**config.mk**
```make
export PLATFORM = sky130hd
export DESIGN_NAME = bdr_debug_regs
export DESIGN_NICKNAME = d
export VERILOG_FILES = /design/src/rtl/bdr_pkg.sv /design/src/rtl/bdr_link_if.sv /design/src/rtl/bdr_bkpt_unit.sv /design/src/rtl/bdr_cmd_decode.sv /design/src/rtl/bdr_debug_regs.sv
export SDC_FILE = /design/constraint.sdc
export NUM_CORES = 1
export LEC_CHECK = 0
export ABC_AREA = 1
export BUFFER_PORTS_ARGS = -buffer_cell sky130_fd_sc_hd__buf_2
export CAP_MARGIN = 20
export CORE_UTILIZATION = 35
export CTS_CLUSTER_DIAMETER = 120
export CTS_CLUSTER_SIZE = 12
export DETAILED_ROUTE_END_ITERATION = 10
export GPL_TIMING_DRIVEN = 0
export HOLD_SLACK_MARGIN = 0.12
export PLACE_DENSITY = 0.63
export SETUP_SLACK_MARGIN = 0.15
export SYNTH_ARGS = -nofsm -noshare
export SYNTH_HDL_FRONTEND = slang
export SYNTH_SLANG_ARGS = --single-unit
```
**constraint.sdc**
```tcl
create_clock -name clk -period 1.5 [get_ports clk]
set_clock_uncertainty 0.2 [all_clocks]
set_input_delay 0.225 -clock clk [delete_from_list [all_inputs] [get_ports clk]]
set_output_delay 0.225 -clock clk [all_outputs]
set_load 0.01 [all_outputs]
```
**src/rtl/bdr_pkg.sv**
```systemverilog
// Package: shared constants, command codes and state type of the debug register block
package bdr_pkg;

  // ==========================================================================
  // Widths
  // ==========================================================================
  localparam int ADDR_W = 16;   // CPU address and breakpoint match width
  localparam int BYTE_W = 8;    // Status/control and memory data width
  localparam int CMD_W  = 4;    // Serial command code width

  // ==========================================================================
  // Status/control byte field positions
  // ==========================================================================
  localparam int BIT_BG_ENABLE = 7;  // background_enable
  localparam int BIT_ACTIVE    = 6;  // background_active_flag
  localparam int BIT_BKPT_EN   = 5;  // breakpoint_enable
  localparam int BIT_TAG_FORCE = 4;  // tag_or_force_select
  localparam int BIT_CLK_SEL   = 3;  // comm_clock_select
  localparam int BIT_WAIT_STOP = 2;  // wait_stop_flag
  localparam int BIT_WS_FAIL   = 1;  // wait_stop_failure_flag
  localparam int BIT_DV_FAIL   = 0;  // data_valid_failure_flag
  localparam int BIT_FORCE_RST = 0;  // force_reset_bit in debug_force_reset

  // ==========================================================================
  // Reset values
  // ==========================================================================
  localparam logic                RST_BIT   = 1'b0;
  localparam logic [BYTE_W-1:0]   RST_BYTE  = 8'h00;
  localparam logic [ADDR_W-1:0]   RST_BKPT  = 16'h0000;
  localparam logic [2*BYTE_W-1:0] READ_ZERO = 16'h0000;  // Value of every force-reset read

  // ==========================================================================
  // Serial command codes (arbitrary encoding of the command engine)
  // ==========================================================================
  localparam logic [CMD_W-1:0] CMD_READ_STATUS   = 4'h1;
  localparam logic [CMD_W-1:0] CMD_WRITE_CONTROL = 4'h2;
  localparam logic [CMD_W-1:0] CMD_BREAKPOINT_READ_CMD     = 4'h3;
  localparam logic [CMD_W-1:0] CMD_BREAKPOINT_WRITE_CMD    = 4'h4;
  localparam logic [CMD_W-1:0] CMD_BACKGROUND    = 4'h5;
  localparam logic [CMD_W-1:0] CMD_GO            = 4'h6;
  localparam logic [CMD_W-1:0] CMD_READ_BYTE     = 4'h7;
  localparam logic [CMD_W-1:0] CMD_WRITE_BYTE    = 4'h8;

  // ==========================================================================
  // CPU mode as seen by the debug controller
  // ==========================================================================
  typedef enum logic [2:0] {
    MODE_RUN    = 3'b001,  // User program running
    MODE_WAITST = 3'b010,  // CPU in wait or stop
    MODE_ACTIVE = 3'b100   // Active halt mode, awaiting commands
  } bdr_mode_t;

endpackage : bdr_pkg

```
**src/rtl/bdr_link_if.sv**
```systemverilog
// Interface: internal carrier between command decoder, breakpoint unit and register core
`timescale 1ns/1ps
interface bdr_link_if;
  import bdr_pkg::*;

  // Decoded one-cycle command strobes
  logic              rdStatus;
  logic              wrControl;
  logic              rdBkpt;
  logic              wrBkpt;
  logic              background;
  logic              go;
  logic              rdByte;
  logic              wrByte;
  // Breakpoint configuration from the register core
  logic              bgEnable;
  logic              bkptEnable;
  logic              forceSelect;
  logic [ADDR_W-1:0] bkptAddr;
  logic              cpuActive;
  // Breakpoint event back to the core
  logic              breakEvent;

  modport decoder (output rdStatus, wrControl, rdBkpt, wrBkpt, background, go, rdByte, wrByte);
  modport bkpt    (input bgEnable, bkptEnable, forceSelect, bkptAddr, cpuActive, output breakEvent);
  modport core    (input rdStatus, wrControl, rdBkpt, wrBkpt, background, go, rdByte, wrByte, breakEvent,
                   output bgEnable, bkptEnable, forceSelect, bkptAddr, cpuActive);
endinterface : bdr_link_if

```
**src/rtl/bdr_bkpt_unit.sv**
```systemverilog
// Module: breakpoint comparator with tag and force handling
`timescale 1ns/1ps
module bdr_bkpt_unit
  import bdr_pkg::*;
(
  // Clock and reset
  input  wire logic              clk,
  input  wire logic              nrst,
  // CPU bus observation
  input  wire logic [ADDR_W-1:0] cpuAddr,
  input  wire logic              cpuAddrValid,
  input  wire logic              instrBoundary,
  input  wire logic              tagAtQueueEnd,
  // Tag mark toward the instruction queue
  output logic                   tagOpcode,
  // Configuration and break event
  bdr_link_if.bkpt               link
);

  // ==========================================================================
  // Match decode
  // ==========================================================================
  logic forcePending;  // Force match waiting for an instruction boundary
  wire  armed     = link.bkptEnable && !link.cpuActive;
  wire  addrHit   = armed && cpuAddrValid && (cpuAddr == link.bkptAddr);
  wire  forceHit  = addrHit && link.forceSelect;
  wire  tagHit    = addrHit && !link.forceSelect;
  // A tag only acts when the marked opcode reaches the end of the queue
  wire  tagFire   = armed && !link.forceSelect && tagAtQueueEnd;
  wire  forceFire = armed && link.forceSelect && instrBoundary && (forcePending || forceHit);

  // ==========================================================================
  // Registers
  // ==========================================================================
  // Pending force is held until the boundary, any address need not be an opcode
  always_ff @(posedge clk or negedge nrst) begin
    if (!nrst) begin
      forcePending    <= RST_BIT;
      tagOpcode       <= RST_BIT;
      link.breakEvent <= RST_BIT;
    end else begin
      forcePending    <= armed && link.forceSelect && !instrBoundary && (forcePending || forceHit);
      tagOpcode       <= tagHit;
      link.breakEvent <= forceFire || tagFire;
    end
  end

endmodule : bdr_bkpt_unit

```
**src/rtl/bdr_cmd_decode.sv**
```systemverilog
// Module: decodes the serial command code into one-hot command strobes
`timescale 1ns/1ps
module bdr_cmd_decode
  import bdr_pkg::*;
(
  // Command from the serial engine
  input  wire logic             cmdValid,
  input  wire logic [CMD_W-1:0] cmdCode,
  // Decoded strobes
  bdr_link_if.decoder           link
);

  // ==========================================================================
  // Decode
  // ==========================================================================
  // Unknown codes raise no strobe and are simply dropped
  assign link.rdStatus   = cmdValid && (cmdCode == CMD_READ_STATUS);
  assign link.wrControl  = cmdValid && (cmdCode == CMD_WRITE_CONTROL);
  assign link.rdBkpt     = cmdValid && (cmdCode == CMD_BREAKPOINT_READ_CMD);
  assign link.wrBkpt     = cmdValid && (cmdCode == CMD_BREAKPOINT_WRITE_CMD);
  assign link.background = cmdValid && (cmdCode == CMD_BACKGROUND);
  assign link.go         = cmdValid && (cmdCode == CMD_GO);
  assign link.rdByte     = cmdValid && (cmdCode == CMD_READ_BYTE);
  assign link.wrByte     = cmdValid && (cmdCode == CMD_WRITE_BYTE);

endmodule : bdr_cmd_decode

```
**src/rtl/bdr_debug_regs.sv**
```systemverilog
// Module: status/control, breakpoint and force-reset registers of the serial debug controller
`timescale 1ns/1ps
// Functional notes
// - enable bit gates entry to halt mode
// - enable stays set until normal reset
// - bit six reads active halt status
// - breakpoint enable off ignores match settings
// - force match halts at next boundary
// - tagged opcode halts at queue end
// - bit three selects comm clock, default alternate
// - bit two shows wait/stop status
// - background command leaves wait/stop for halt
// - bit one flags memory access wait/stop failure
// - data valid failure flag reads zero
// - status byte only via serial commands
// - breakpoint address is 16 bits, serial only
// - force-reset accepts serial writes, reads zero
// - writing force-reset bit resets the chip
// - enable bit locked while in halt mode
// - status flags read-only to control writes
// - breakpoint without enable runs software interrupt
module bdr_debug_regs
  import bdr_pkg::*;
#(
  parameter logic [bdr_pkg::ADDR_W-1:0] FORCE_RESET_ADDR = 16'h1800  // Memory address of force-reset byte
)(
  // Clock and reset
  input  wire logic                          clk,
  input  wire logic                          nrst,
  // Serial command engine side
  input  wire logic                          cmdValid,
  input  wire logic [bdr_pkg::CMD_W-1:0]     cmdCode,
  input  wire logic [bdr_pkg::ADDR_W-1:0]    cmdAddr,
  input  wire logic [2*bdr_pkg::BYTE_W-1:0]  cmdData,
  output logic                               rspValid,
  output logic [2*bdr_pkg::BYTE_W-1:0]       rspData,
  // Debug memory access port
  output logic                               memRead,
  output logic                               memWrite,
  output logic [bdr_pkg::ADDR_W-1:0]         memAddr,
  output logic [bdr_pkg::BYTE_W-1:0]         memWData,
  input  wire logic [bdr_pkg::BYTE_W-1:0]    memRData,
  // CPU status and observation
  input  wire logic                          cpuWaitStop,
  input  wire logic [bdr_pkg::ADDR_W-1:0]    cpuAddr,
  input  wire logic                          cpuAddrValid,
  input  wire logic                          instrBoundary,
  input  wire logic                          tagAtQueueEnd,
  // CPU control
  output logic                               haltCpu,
  output logic                               tagOpcode,
  output logic                               swiRequest,
  output logic                               commClockSelect,
  output logic                               resetRequest
);
  import bdr_pkg::*;

  // ==========================================================================
  // Declarations
  // ==========================================================================
  bdr_link_if link ();                 // Internal carrier
  bdr_mode_t  mode;                    // CPU mode tracker
  bdr_mode_t  next_mode;               // Next mode
  // Register bits
  logic       bgEnable;                // background_enable
  logic       bkptEnable;              // breakpoint_enable
  logic       forceSelect;             // tag_or_force_select
  logic       fromWaitStop;            // Halt was entered from wait/stop
  logic       waitStopFail;            // wait_stop_failure_flag
  logic [ADDR_W-1:0] bkptAddr;         // debug_breakpoint_address
  logic       memReadPend;             // Memory read data returns next cycle

  // ==========================================================================
  // Submodules
  // ==========================================================================
  bdr_cmd_decode u_decode (
    .cmdValid (cmdValid),
    .cmdCode  (cmdCode),
    .link     (link)
  );

  bdr_bkpt_unit u_bkpt (
    .clk           (clk),
    .nrst          (nrst),
    .cpuAddr       (cpuAddr),
    .cpuAddrValid  (cpuAddrValid),
    .instrBoundary (instrBoundary),
    .tagAtQueueEnd (tagAtQueueEnd),
    .tagOpcode     (tagOpcode),
    .link          (link)
  );

  // Configuration handed to the breakpoint unit
  assign link.bgEnable    = bgEnable;
  assign link.bkptEnable  = bkptEnable;
  assign link.forceSelect = forceSelect;
  assign link.bkptAddr    = bkptAddr;
  // Breakpoints rest while halted
  assign link.cpuActive   = (mode == MODE_ACTIVE);

  // ==========================================================================
  // Command qualification
  // ==========================================================================
  // Halt can only be entered when the enable bit is set
  wire isActive    = (mode == MODE_ACTIVE);
  wire isWaitStop  = (mode == MODE_WAITST);
  wire bgEntry     = link.background && bgEnable;
  wire breakHalt   = link.breakEvent && bgEnable;
  wire breakSwi    = link.breakEvent && !bgEnable;

  // Memory commands cannot complete while the CPU sits in wait/stop
  wire memCmd      = link.rdByte || link.wrByte;
  wire memFail     = memCmd && isWaitStop;
  wire memOk       = memCmd && !isWaitStop;

  wire hitForceRst = (cmdAddr == FORCE_RESET_ADDR);
  // Only the serial write path reaches the force-reset byte; there is no user bus port
  wire forceRstWr  = link.wrByte && !isWaitStop && hitForceRst;
  wire forceRstRd  = link.rdByte && !isWaitStop && hitForceRst;

  wire plainWr     = memOk && link.wrByte && !hitForceRst;
  wire plainRd     = memOk && link.rdByte && !hitForceRst;

  // Status byte as returned to the host; bit 0 has no slow memory to report
  wire [BYTE_W-1:0] statusByte = {bgEnable, isActive, bkptEnable, forceSelect,
                                  commClockSelect, isWaitStop || (isActive && fromWaitStop),
                                  waitStopFail, RST_BIT};

  // ==========================================================================
  // Mode tracker
  // ==========================================================================
  // Background entry wins over a wakeup in the same cycle; breakpoint halt acts only from run
  always_comb begin
    next_mode = mode;
    unique case (mode)
      MODE_RUN: begin
        if (bgEntry || breakHalt) begin
          next_mode = MODE_ACTIVE;
        end else if (cpuWaitStop) begin
          next_mode = MODE_WAITST;
        end
      end

      MODE_WAITST: begin
        if (bgEntry) begin
          next_mode = MODE_ACTIVE;
        end else if (!cpuWaitStop) begin
          next_mode = MODE_RUN;
        end
      end

      // Only GO leaves halt
      MODE_ACTIVE: begin
        if (link.go) begin
          next_mode = MODE_RUN;
        end
      end
      default: begin
        next_mode = MODE_RUN;
      end
    endcase
  end

  // Mode register and halt line; halt follows the mode so it sits on a flop
  always_ff @(posedge clk or negedge nrst) begin
    if (!nrst) begin
      mode    <= MODE_RUN;
      haltCpu <= RST_BIT;
    end else begin
      mode    <= next_mode;
      haltCpu <= (next_mode == MODE_ACTIVE);
    end
  end

  // Remembers that halt was reached out of wait/stop, dropped on resume
  always_ff @(posedge clk or negedge nrst) begin
    if (!nrst) begin
      fromWaitStop <= RST_BIT;
    end else if (isWaitStop && bgEntry) begin
      fromWaitStop <= 1'b1;
    end else if (next_mode != MODE_ACTIVE) begin
      fromWaitStop <= RST_BIT;
    end
  end

  // ==========================================================================
  // Status/control byte
  // ==========================================================================
  // Enable can only be set by the host and never cleared short of reset;
  // the lock in halt mode avoids forbidding a mode already in force
  always_ff @(posedge clk or negedge nrst) begin
    if (!nrst) begin
      bgEnable <= RST_BIT;
    end else if (link.wrControl && !isActive && cmdData[BIT_BG_ENABLE]) begin
      bgEnable <= 1'b1;
    end
  end

  // Writable controls; status flags are not touched by control writes
  always_ff @(posedge clk or negedge nrst) begin
    if (!nrst) begin
      bkptEnable      <= RST_BIT;
      forceSelect     <= RST_BIT;
      commClockSelect <= RST_BIT;
    end else if (link.wrControl) begin
      bkptEnable      <= cmdData[BIT_BKPT_EN];
      forceSelect     <= cmdData[BIT_TAG_FORCE];
      commClockSelect <= cmdData[BIT_CLK_SEL];
    end
  end

  // Failure flag: set on a blocked access, cleared by the next good one.
  // A failure in the same cycle keeps the flag set.
  always_ff @(posedge clk or negedge nrst) begin
    if (!nrst) begin
      waitStopFail <= RST_BIT;
    end else if (memFail) begin
      waitStopFail <= 1'b1;
    end else if (memOk) begin
      waitStopFail <= RST_BIT;
    end
  end

  // ==========================================================================
  // Breakpoint match register
  // ==========================================================================
  // Full 16-bit word, reached only by the dedicated serial commands
  always_ff @(posedge clk or negedge nrst) begin
    if (!nrst) begin
      bkptAddr <= RST_BKPT;
    end else if (link.wrBkpt) begin
      bkptAddr <= cmdData;
    end
  end

  // ==========================================================================
  // Force reset and software interrupt
  // ==========================================================================
  // No storage: a one-cycle pulse, so the bit can never read back as one
  always_ff @(posedge clk or negedge nrst) begin
    if (!nrst) begin
      resetRequest <= RST_BIT;
      swiRequest   <= RST_BIT;
    end else begin
      resetRequest <= forceRstWr && cmdData[BIT_FORCE_RST];
      swiRequest   <= breakSwi;
    end
  end

  // ==========================================================================
  // Memory access port
  // ==========================================================================
  // Strobes last one cycle; address and data hold until the next access
  always_ff @(posedge clk or negedge nrst) begin
    if (!nrst) begin
      memRead     <= RST_BIT;
      memWrite    <= RST_BIT;
      memReadPend <= RST_BIT;
      memAddr     <= RST_BKPT;
      memWData    <= RST_BYTE;
    end else begin
      memRead     <= plainRd;
      memWrite    <= plainWr;
      memReadPend <= plainRd;
      if (plainRd || plainWr) begin
        memAddr  <= cmdAddr;
        memWData <= cmdData[BYTE_W-1:0];
      end
    end
  end

  // ==========================================================================
  // Responses
  // ==========================================================================
  // Status, breakpoint and force-reset reads answer in one cycle, other memory reads in two;
  // the status byte is only ever returned here, never from the memory map
  // Memory answer lost if a status read meets it
  always_ff @(posedge clk or negedge nrst) begin
    if (!nrst) begin
      rspValid <= RST_BIT;
      rspData  <= READ_ZERO;
    end else if (link.rdStatus) begin
      rspValid <= 1'b1;
      rspData  <= {RST_BYTE, statusByte};
    end else if (link.rdBkpt) begin
      rspValid <= 1'b1;
      rspData  <= bkptAddr;
    end else if (forceRstRd) begin
      rspValid <= 1'b1;
      rspData  <= READ_ZERO;
    end else if (memReadPend) begin
      rspValid <= 1'b1;
      rspData  <= {RST_BYTE, memRData};
    end else begin
      rspValid <= RST_BIT;
    end
  end

endmodule : bdr_debug_regs

```
# Yosys cells after proc, flatten, opt, wreduce, memory -nomap -nowiden

Index checks and enable logic that the tools add are counted.

Register bits: 74
Latch bits: 0
Memory bits (writable): 0
Bits in read-only memories: 0
Word-level logic and storage cells: 106
Memories kept: 0

Add/sub/neg operators: 0
Multipliers: 0
Divide/modulo/power cells: 0
Order comparisons: 0
Equal/unequal tests: 15
Shift operators: 0
Mux-type cells: 18
Bitwise logic cells: 0
Reduce and logical (&&, ||, !) cells: 53

Operators by type and width:

| kind                                            | count |
|---|---|
| two-way mux 16 bit                              | 4 |
| logical AND 1 bit                               | 38 |
| == test 16 x 13 -> 1 bit, second input constant | 1 |
| == test 16 bit                                  | 1 |
| == test 4 x 3 -> 1 bit, second input constant   | 4 |
| two-way mux 3 bit                               | 5 |
| one-hot mux 3 bit (3 select lines)              | 1 |
| == test 4 x 2 -> 1 bit, second input constant   | 2 |
| two-way mux 1 bit                               | 8 |
| == test 3 bit, second input constant            | 2 |
| zero test 1 bit                                 | 6 |
| logical OR 1 bit                                | 6 |
| == test 4 x 1 -> 1 bit, second input constant   | 1 |
| == test 4 bit, second input constant            | 1 |
| nonzero test 2 bit                              | 2 |
| nonzero test 4 bit                              | 1 |
| == test 3 x 1 -> 1 bit, second input constant   | 1 |
| == test 3 x 2 -> 1 bit, second input constant   | 1 |
| != test 3 bit, second input constant            | 1 |

# Logic depth before layout (Yosys ltp)

Gate-level depths: netlist of the first run.

Word-level depth: 9
Gate-level depth with buffers: 12

# Hierarchy

From an unflattened synthesis of the first run, not the netlist that was laid out.

Cell total of the unflattened synthesis: 492
Area total of the unflattened synthesis: 3877.5 µm²

By module, submodules not included:

| module         | instances | cells each | area each (µm²) |
|---|---|---|---|
| bdr_debug_regs | 1         | 361        | 3230.6 |
| bdr_bkpt_unit  | 1         | 112        | 566.8 |
| bdr_cmd_decode | 1         | 19         | 80.1 |

# Worst setup path before layout of the first run

No wires, ideal clock.

Path type: flip-flop to flip-flop
Start: register mode[2]
End: register rspData[2] (netlist name)
Setup time: 116 ps
Arrival time: 1338 ps
Setup slack: -154 ps
Stages on the path, launching flop included: 11
Buffers on the path: 1
Clock period less this slack: 1654 ps
Path through: dfrtp_1 nor3_4 inv_2 nand2_2 nand3b_4 nand2_2 inv_2 buf_6 nor2_2 nand2_1 nand2_1

Word-level cells in the longest chain between the ends: 7

RTL lines:

| element                        | line                  | source |
|---|---|---|
| from (decl)                    | bdr_debug_regs.sv:62  | `bdr_mode_t mode;` |
| from (signal assigned)         | bdr_debug_regs.sv:170 | `mode <= next_mode;` |
| == test 3 x 2 -> 1 bit         | bdr_debug_regs.sv:106 | `wire isWaitStop = (mode == MODE_WAITST);` |
| zero test 1 bit                | bdr_debug_regs.sv:119 | `wire forceRstRd = link.rdByte && !isWaitStop && hitForceRst;` |
| logical AND 1 bit (2 in a row) | bdr_debug_regs.sv:119 |  |
| two-way mux 16 bit             | bdr_debug_regs.sv:288 | `end else if (forceRstRd) begin` |
| two-way mux 16 bit             | bdr_debug_regs.sv:285 | `end else if (link.rdBkpt) begin` |
| two-way mux 16 bit             | bdr_debug_regs.sv:282 | `end else if (link.rdStatus) begin` |
| to (signal assigned)           | bdr_debug_regs.sv:284 | `rspData <= {RST_BYTE, statusByte};` |
| to (signal assigned)           | bdr_debug_regs.sv:287 | `rspData <= bkptAddr;` |
| to (signal assigned)           | bdr_debug_regs.sv:293 | `rspData <= {RST_BYTE, memRData};` |
| to (decl)                      | bdr_debug_regs.sv:36  | `output logic [2*bdr_pkg::BYTE_W-1:0] rspData,` |

Several ways; a longest one is shown, not always the timed one.
A chain may end at the register's enable or synchronous reset.

# Worst setup path after layout of the first run

Start: register mode[0]
End: register rspData[5] (netlist name)

Word-level cells in the longest chain between the ends: 7

RTL lines:

| element                            | line |
|---|---|
| == test 3 x 2 -> 1 bit (*)         | bdr_debug_regs.sv:106 |
| zero test 1 bit (*)                | bdr_debug_regs.sv:119 |
| logical AND 1 bit (*) (2 in a row) | bdr_debug_regs.sv:119 |
| two-way mux 16 bit                 | bdr_debug_regs.sv:288 |
| two-way mux 16 bit                 | bdr_debug_regs.sv:285 |
| two-way mux 16 bit                 | bdr_debug_regs.sv:282 |

Mark *: on every way between the ends. The rest lies on a longest branch, timed or not.

==> results of run 1 <==
-- cells in the final DEF, fill, tap and decap left out, types with 3 or more instances in the layout --
cell type	count
buf_2	114
nand2_4	6
nor3_1	3
clkbuf_8	10
dfrtp_1	73
nor2_1	34
o21ai_1	25
dlygate4sd3_1	45
nor2_4	6
buf_8	3
nand4_1	9
nand2_2	7
o21ai_0	17
nand2_1	139
nand3_1	13
nand3_2	4
nor2_2	7
o21ai_2	5
buf_6	7
a21oi_1	15
buf_4	14
inv_1	68
inv_2	7
-- state kept, by name (all words and copies together) (netlist names) --
| name | cells |
|---|---|
| bkptAddr | 16 |
| memAddr | 16 |
| rspData | 16 |
| memWData | 8 |
| mode | 3 |
| bgEnable | 1 |
| bkptEnable | 1 |
| commClockSelect | 1 |
| forceSelect | 1 |
| fromWaitStop | 1 |
| haltCpu | 1 |
| memReadPend | 1 |
| memWrite | 1 |
| resetRequest | 1 |
| rspValid | 1 |
| swiRequest | 1 |
| u_bkpt.forcePending | 1 |
| u_bkpt.link.breakEvent | 1 |
| u_bkpt.tagOpcode | 1 |
| waitStopFail | 1 |
-- worst reg2reg max path, stage by stage, from the launching register on --
cell      delay [ps]
dfstp_2          560
nor3_4            50
inv_2            100
nand2_4           70
nand3b_4         190
nand2_4          110
inv_8             50
buf_8            140
nor2_4            80
nand2_2           70
nand2_2           60
-- cell type report --
| class | instances | area [sq um] |
|---|---|---|
| Inverter | 76 | 292.8 |
| Timing Repair Buffer | 175 | 1195 |
| Clock buffer | 10 | 137.6 |
| Buffer | 10 | 110.1 |
| Fill cell | 921 | 4488 |
| Tap cell | 133 | 166.4 |
| Sequential cell | 74 | 1853 |
| Multi-Input combinational cell | 306 | 1577 |
| Clock inverter | 6 | 90.09 |
-- cells by family (layout without fill, tap and decap cells) --
logic type | after synthesis | in the layout
AND/OR/NAND/NOR | 235 | 235
buffers and inverters | 86 | 277
flip-flops | 74 | 74
AO/OA/AOI/OAI | 69 | 69
XOR/XNOR | 2 | 2
-- where the power goes --
group          internal [mW]  switching [mW]  total (mW)
clock network          0.985           0.779        1.76
logic                  0.900            1.06        1.96
registers               2.47           0.325        2.79
total                   4.35            2.17        6.52
-- final timing paths --
kind	startpoint	end	slack (ps)	cells after the start
max	mode[0]$_DFF_PN1_	rspData[5]$_DFFE_PN0P_	-220	10
min	cmdCode[2]	resetRequest$_DFF_PN0_	6	4
max reg2reg	mode[0]$_DFF_PN1_	rspData[5]$_DFFE_PN0P_	-220	10
min reg2reg	bgEnable$_DFFE_PN0P_	swiRequest$_DFF_PN0_	270	1
max in group asynchronous	nrst	mode[0]$_DFF_PN1_	380	3
min in group asynchronous	nrst	bkptAddr[15]$_DFFE_PN0P_	130	2
-- metal layers --
| metal | GRT usage [%] | up-vias | share of wire, % |
|---|---|---|---|
| li1 | - | 1830 | - |
| met1 | 26.26 | 1723 | 45 |
| met2 | 33.46 | 128 | 48 |
| met3 | 3.650 | 7 | 6.2 |
| met4 | 5.590 | 0 | 1.0 |
| met5 | 0 | - | 0 |
-- per-stage QoR --
stage	TNS (ps)	worst slack [ps]
global placement	-50730	-478.9
finish	-7121	-216.8
CTS	-7361	-215.0
global route	-10440	-279.7
detailed placement	-17960	-410.0
floorplan	-3048	-142.6
-- what timing repair did --
item,4_1_cts,5_1_grt
endpoints found under the hold margin,134,9
hold buffers,40,5
resized for setup,29,36
setup buffers,8,6
gates cloned,1,0
endpoints found under the setup margin,60,68
pin swaps,12,7
==> reports/qor.txt, run 1 <==
failing checks: setup timing
CP peak stage delay: 560 ps
Iteration-0 DRC Markers: 163
hpwl dp: 7324 um
Syn Inst Count: 466
prevailing post-synth register cell: dfrtp_1
first-pass GRT wire length: 17,150 um
multiplexer share of the synthesized area: 0%
Final Cycle Share: 114.5%
die height: 103.6 um
DR WL/cell: 13.16 um
sequential fraction of the synthesis area: 51.26%
top post-synthesis cells by area: dfrtp_1, nand2_1, inv_1
Layout Cells excl Fill: 790
final setup violation count: 48
core area: 9910 sq um
vias in the first global route: 3,584
complex-gate fraction of the synthesized area: 10.11%
Synth Register Bits: 74
Nets: 719
ys async rst share: 100.0%
max-slew violations: 0
Initial DRT Pass Iterations: 5
vias per cell: 4.668
DRT antenna net count: 0
Unique masters post-synth: 32
crit start category: flip-flop
largest family of logic cells by synthesized area: simple AND/OR/NAND/NOR gates
GR Overflow Total: 0
Worst-path clk slew: 90 ps
Yosys top cell area share: 50.54%
largest net degree at the start of global routing: 50
crit path DAT: 1800 ps
max-cap violations: 0
Crit Path Max Fanout: 5
yosys warns: 0
Layout area overhead: 49.98%
XOR/XNOR Fraction of Synth Area: 0.4846%
Core Util, Final: 54.71%
clk buf depth: 2
Mean Syn Cell Area: 7.757 sq um
number of diodes: 0
worst slew pin tran: 409.8 ps
H-tree depth: 3
Synth Net Count: 533
top-count cell post-synth: nand2_1
Pleak: 3.011 nW
Placer Congestion: 0.8446
initial antenna violation count: 0
HP Class: primary input to flip-flop
max_slew headroom: 72.51%
setup ws final: -216.8 ps
CP required: 1580 ps
VDD IR max: 0.7185 mV
Post-synth EDFFs: 0
post-synth top area cell: dfrtp_1
die width: 103.6 um
cell chain of the critical path: nor3_4 > inv_2 > nand2_4 > nand3b_4 > nand2_4 > inv_8 > buf_8 > nor2_4 > nand2_2 > nand2_2
Hold WS: 6.370 ps
placed insts: 714
IO buf count: 114
die area: 10,740 sq um
CTS tree: yes
proportion of layout cells with a drive suffix above 1: 31.81%
Synth Area in Adders: 0%
crit path capture type: flip-flop
number of core rows: 36
Clock Latency Late Sink: 340 ps
Starting Density: 36.48%
CTS Sinks: 74
Total GRT Usage: 19.93%
Top delay family on crit path: simple AND/OR/NAND/NOR gates
slowest stage cell, crit path: dfstp_2
via count: 3,688
Pwr Density: 1203 nW/um^2
total power: 6.520 mW
Num CTS Buffers: 9
fmax: 0.5825 GHz
Final Hold Fails: 0
critical path buffer and inverter count: 3
drt total wl: 10,400 um
post-synth design cell area: 3615 sq um
run status: finished, violations left
CTS root buf: clkbuf_8
post-route cell area: 5421 sq um
RSZ-0062 raised after global routing: true
IO Pins: 115
WS Path Type: flip-flop to flip-flop
Synth top cells by count: nand2_1, dfrtp_1, inv_1
Simple-Gate Fraction of Synth Area: 28.73%
placed cell area: 4399 sq um
Tmin final: 1717 ps
DRC: 0
Power figures use the tool's default switching activity.
==> inputs of run 2 (changes only) <==
CAP_MARGIN = not set   (was 20)
CORE_ASPECT_RATIO = 0.6   (was not set)
CTS_BUF_LIST = sky130_fd_sc_hd__clkbuf_4 sky130_fd_sc_hd__clkbuf_8   (was not set)
==> run 2 against run 1 <==
The flow finishes with violations (hold timing, setup timing). Sequential share of layout area down 0.98 points. Critical path type unchanged. Via count rose by 3.2%. Count of clock-buffer cells in the layout increased by 4. Hold slack worse by 21 ps. Fmax is 3.3% lower.
==> reports/qor.txt, run 2 (synthesis results as in run 1) <==
run status: finished, violations left
failing checks: hold timing, setup timing
Pwr Density: 1149 nW/um^2
worst slew pin tran: 405.3 ps
fmax: 0.5635 GHz
FILL cells: 922
final setup violation count: 47
Hold WS: -14.47 ps
VDD IR max: 0.6471 mV
Initial DRT Pass Iterations: 5
via count: 3,805
max_slew headroom: 72.76%
Starting Density: 36.33%
Tmin final: 1775 ps
drt total wl: 11,450 um
pre-CTS setup slack: -407.9 ps
die height: 80.72 um
Num CTS Buffers: 9
Clock Latency Late Sink: 350 ps
RSZ-0062 raised after global routing: true
total power: 6.412 mW
vias per cell: 4.663
DRC: 0
hpwl dp: 7832 um
setup ws final: -274.6 ps
critical path buffer and inverter count: 4
Final Cycle Share: 118.3%
Final Hold Fails: 1
proportion of layout cells with a drive suffix above 1: 33.68%
most frequent cells in the layout: nand2_1, buf_2, dfrtp_1
Core Util, Final: 56.10%
Iteration-0 DRC Markers: 338
core area: 9950 sq um
max-cap violations: 0
slowest stage cell, crit path: dfrtp_1
Crit Path Max Fanout: 6
max-slew violations: 0
number of core rows: 28
Pleak: 3.106 nW
vias in the first global route: 3,548
WS Path Type: flip-flop to flip-flop
CTS Sinks: 74
Placer Congestion: 0.8627
crit path DAT: 1820 ps
IO buf count: 114
initial antenna violation count: 2
die area: 10,750 sq um
Top delay family on crit path: simple AND/OR/NAND/NOR gates
CP peak stage delay: 380 ps
IO Pins: 115
crit path capture type: flip-flop
first-pass GRT wire length: 18,020 um
CTS root buf: clkbuf_8
CP required: 1540 ps
cell chain of the critical path: inv_2 > nor3_4 > inv_2 > nand2_4 > nand3b_4 > nand2_4 > inv_8 > buf_8 > nor2_4 > nand2_2 > nand2_1
Total GRT Usage: 22.20%
DRT antenna net count: 0
largest net degree at the start of global routing: 67
Worst-path clk slew: 80 ps
Top Registers: bkptAddr: 16 flops, memAddr: 16 flops, rspData: 16 flops
clk buf depth: 2
placed insts: 716
GR Overflow Total: 0
Nets: 742
Layout area overhead: 54.41%
CTS tree: yes
H-tree depth: 3
commonest non-fill, non-tap cell in the layout: nand2_1
DR WL/cell: 14.03 um
HP Class: primary input to flip-flop
die width: 133.2 um
crit start category: flip-flop
Layout Cells excl Fill: 816
## run 2: cell count changes in the layout (fill, tap and decap cells not counted), moves of 3 or more
cell,before,now
buf_6,7,14
o21ai_1,25,30
buf_4,14,27
clkbuf_4,0,4
o21ai_2,5,2
## run 2: repair_timing
| action | in CTS | in global routing |
|---|---|---|
| setup buffers | 19 | 16 |
| resized for setup | 32 | 34 |
| gates cloned | 1 | 2 |
| endpoints found under the hold margin | 134 | 15 |
| pin swaps | 8 | 14 |
| endpoints found under the setup margin | 59 | 97 |
| hold buffers | 41 | 5 |
## run 2: area by class of cell
type / instances / area (sq um) / area share [%]
repair buffers: 198 / 1424 / 25.51
inverters: 76 / 292.8 / 5.245
diodes: 1 / 2.502 / 0.04483
clock inverters: 2 / 12.51 / 0.2242
clock buffers: 14 / 167.7 / 3.004
well taps: 135 / 168.9 / 3.026
flip-flops and latches: 74 / 1853 / 33.20
multi-input cells: 306 / 1558 / 27.91
plain buffers: 10 / 102.6 / 1.838
## run 2: per-stage QoR
stage	hold slack (ps)	setup TNS, ps	cell area (sq um)
2_1_floorplan	-270.6	-3048	3632
3_3_place_gp	259.8	-50100	4372
3_5_place_dp	-134.3	-19290	4402
4_1_cts	-105.9	-7582	5270
5_1_grt	-0.3424	-13870	5579
6_report	-14.47	-9875	5582
## run 2: worst paths after layout
| path | slack, ps | depth (start not counted) | end | start |
|---|---|---|---|---|
| max | -270 | 11 | rspData[5]$_DFFE_PN0P_ | mode[1]$_DFF_PN0_ |
| min reg2reg | 280 | 2 | rspData[0]$_DFFE_PN0P_ | rspData[0]$_DFFE_PN0P_ |
| max in group asynchronous | 460 | 3 | mode[0]$_DFF_PN1_ | nrst |
| min in group asynchronous | 60 | 2 | memAddr[6]$_DFFE_PN0P_ | nrst |
| max reg2reg | -270 | 11 | rspData[5]$_DFFE_PN0P_ | mode[1]$_DFF_PN0_ |
| min | -10 | 4 | resetRequest$_DFF_PN0_ | cmdCode[2] |
## run 2: power by group
part	switching, mW	internal (mW)	total, mW
combinational	1.13	1.05	2.18
sequential	0.322	2.47	2.79
clock	0.723	0.719	1.44
total	2.18	4.24	6.41
## run 2: worst reg2reg max path, stage by stage (launching register included)
cell	delay [ps]
dfrtp_1	380
inv_2	60
nor3_4	210
inv_2	90
nand2_4	70
nand3b_4	160
nand2_4	90
inv_8	110
buf_8	140
nor2_4	30
nand2_2	70
nand2_1	60
## run 2: routing by layer
metal  GRT usage [%]  share of wire, %  up-vias
met2           32.36                43      151
met3           6.818               9.4       22
li1                -                 -     1884
met4           6.932               1.2        2
met1           31.40                47     1746
met5               0             0.070        -
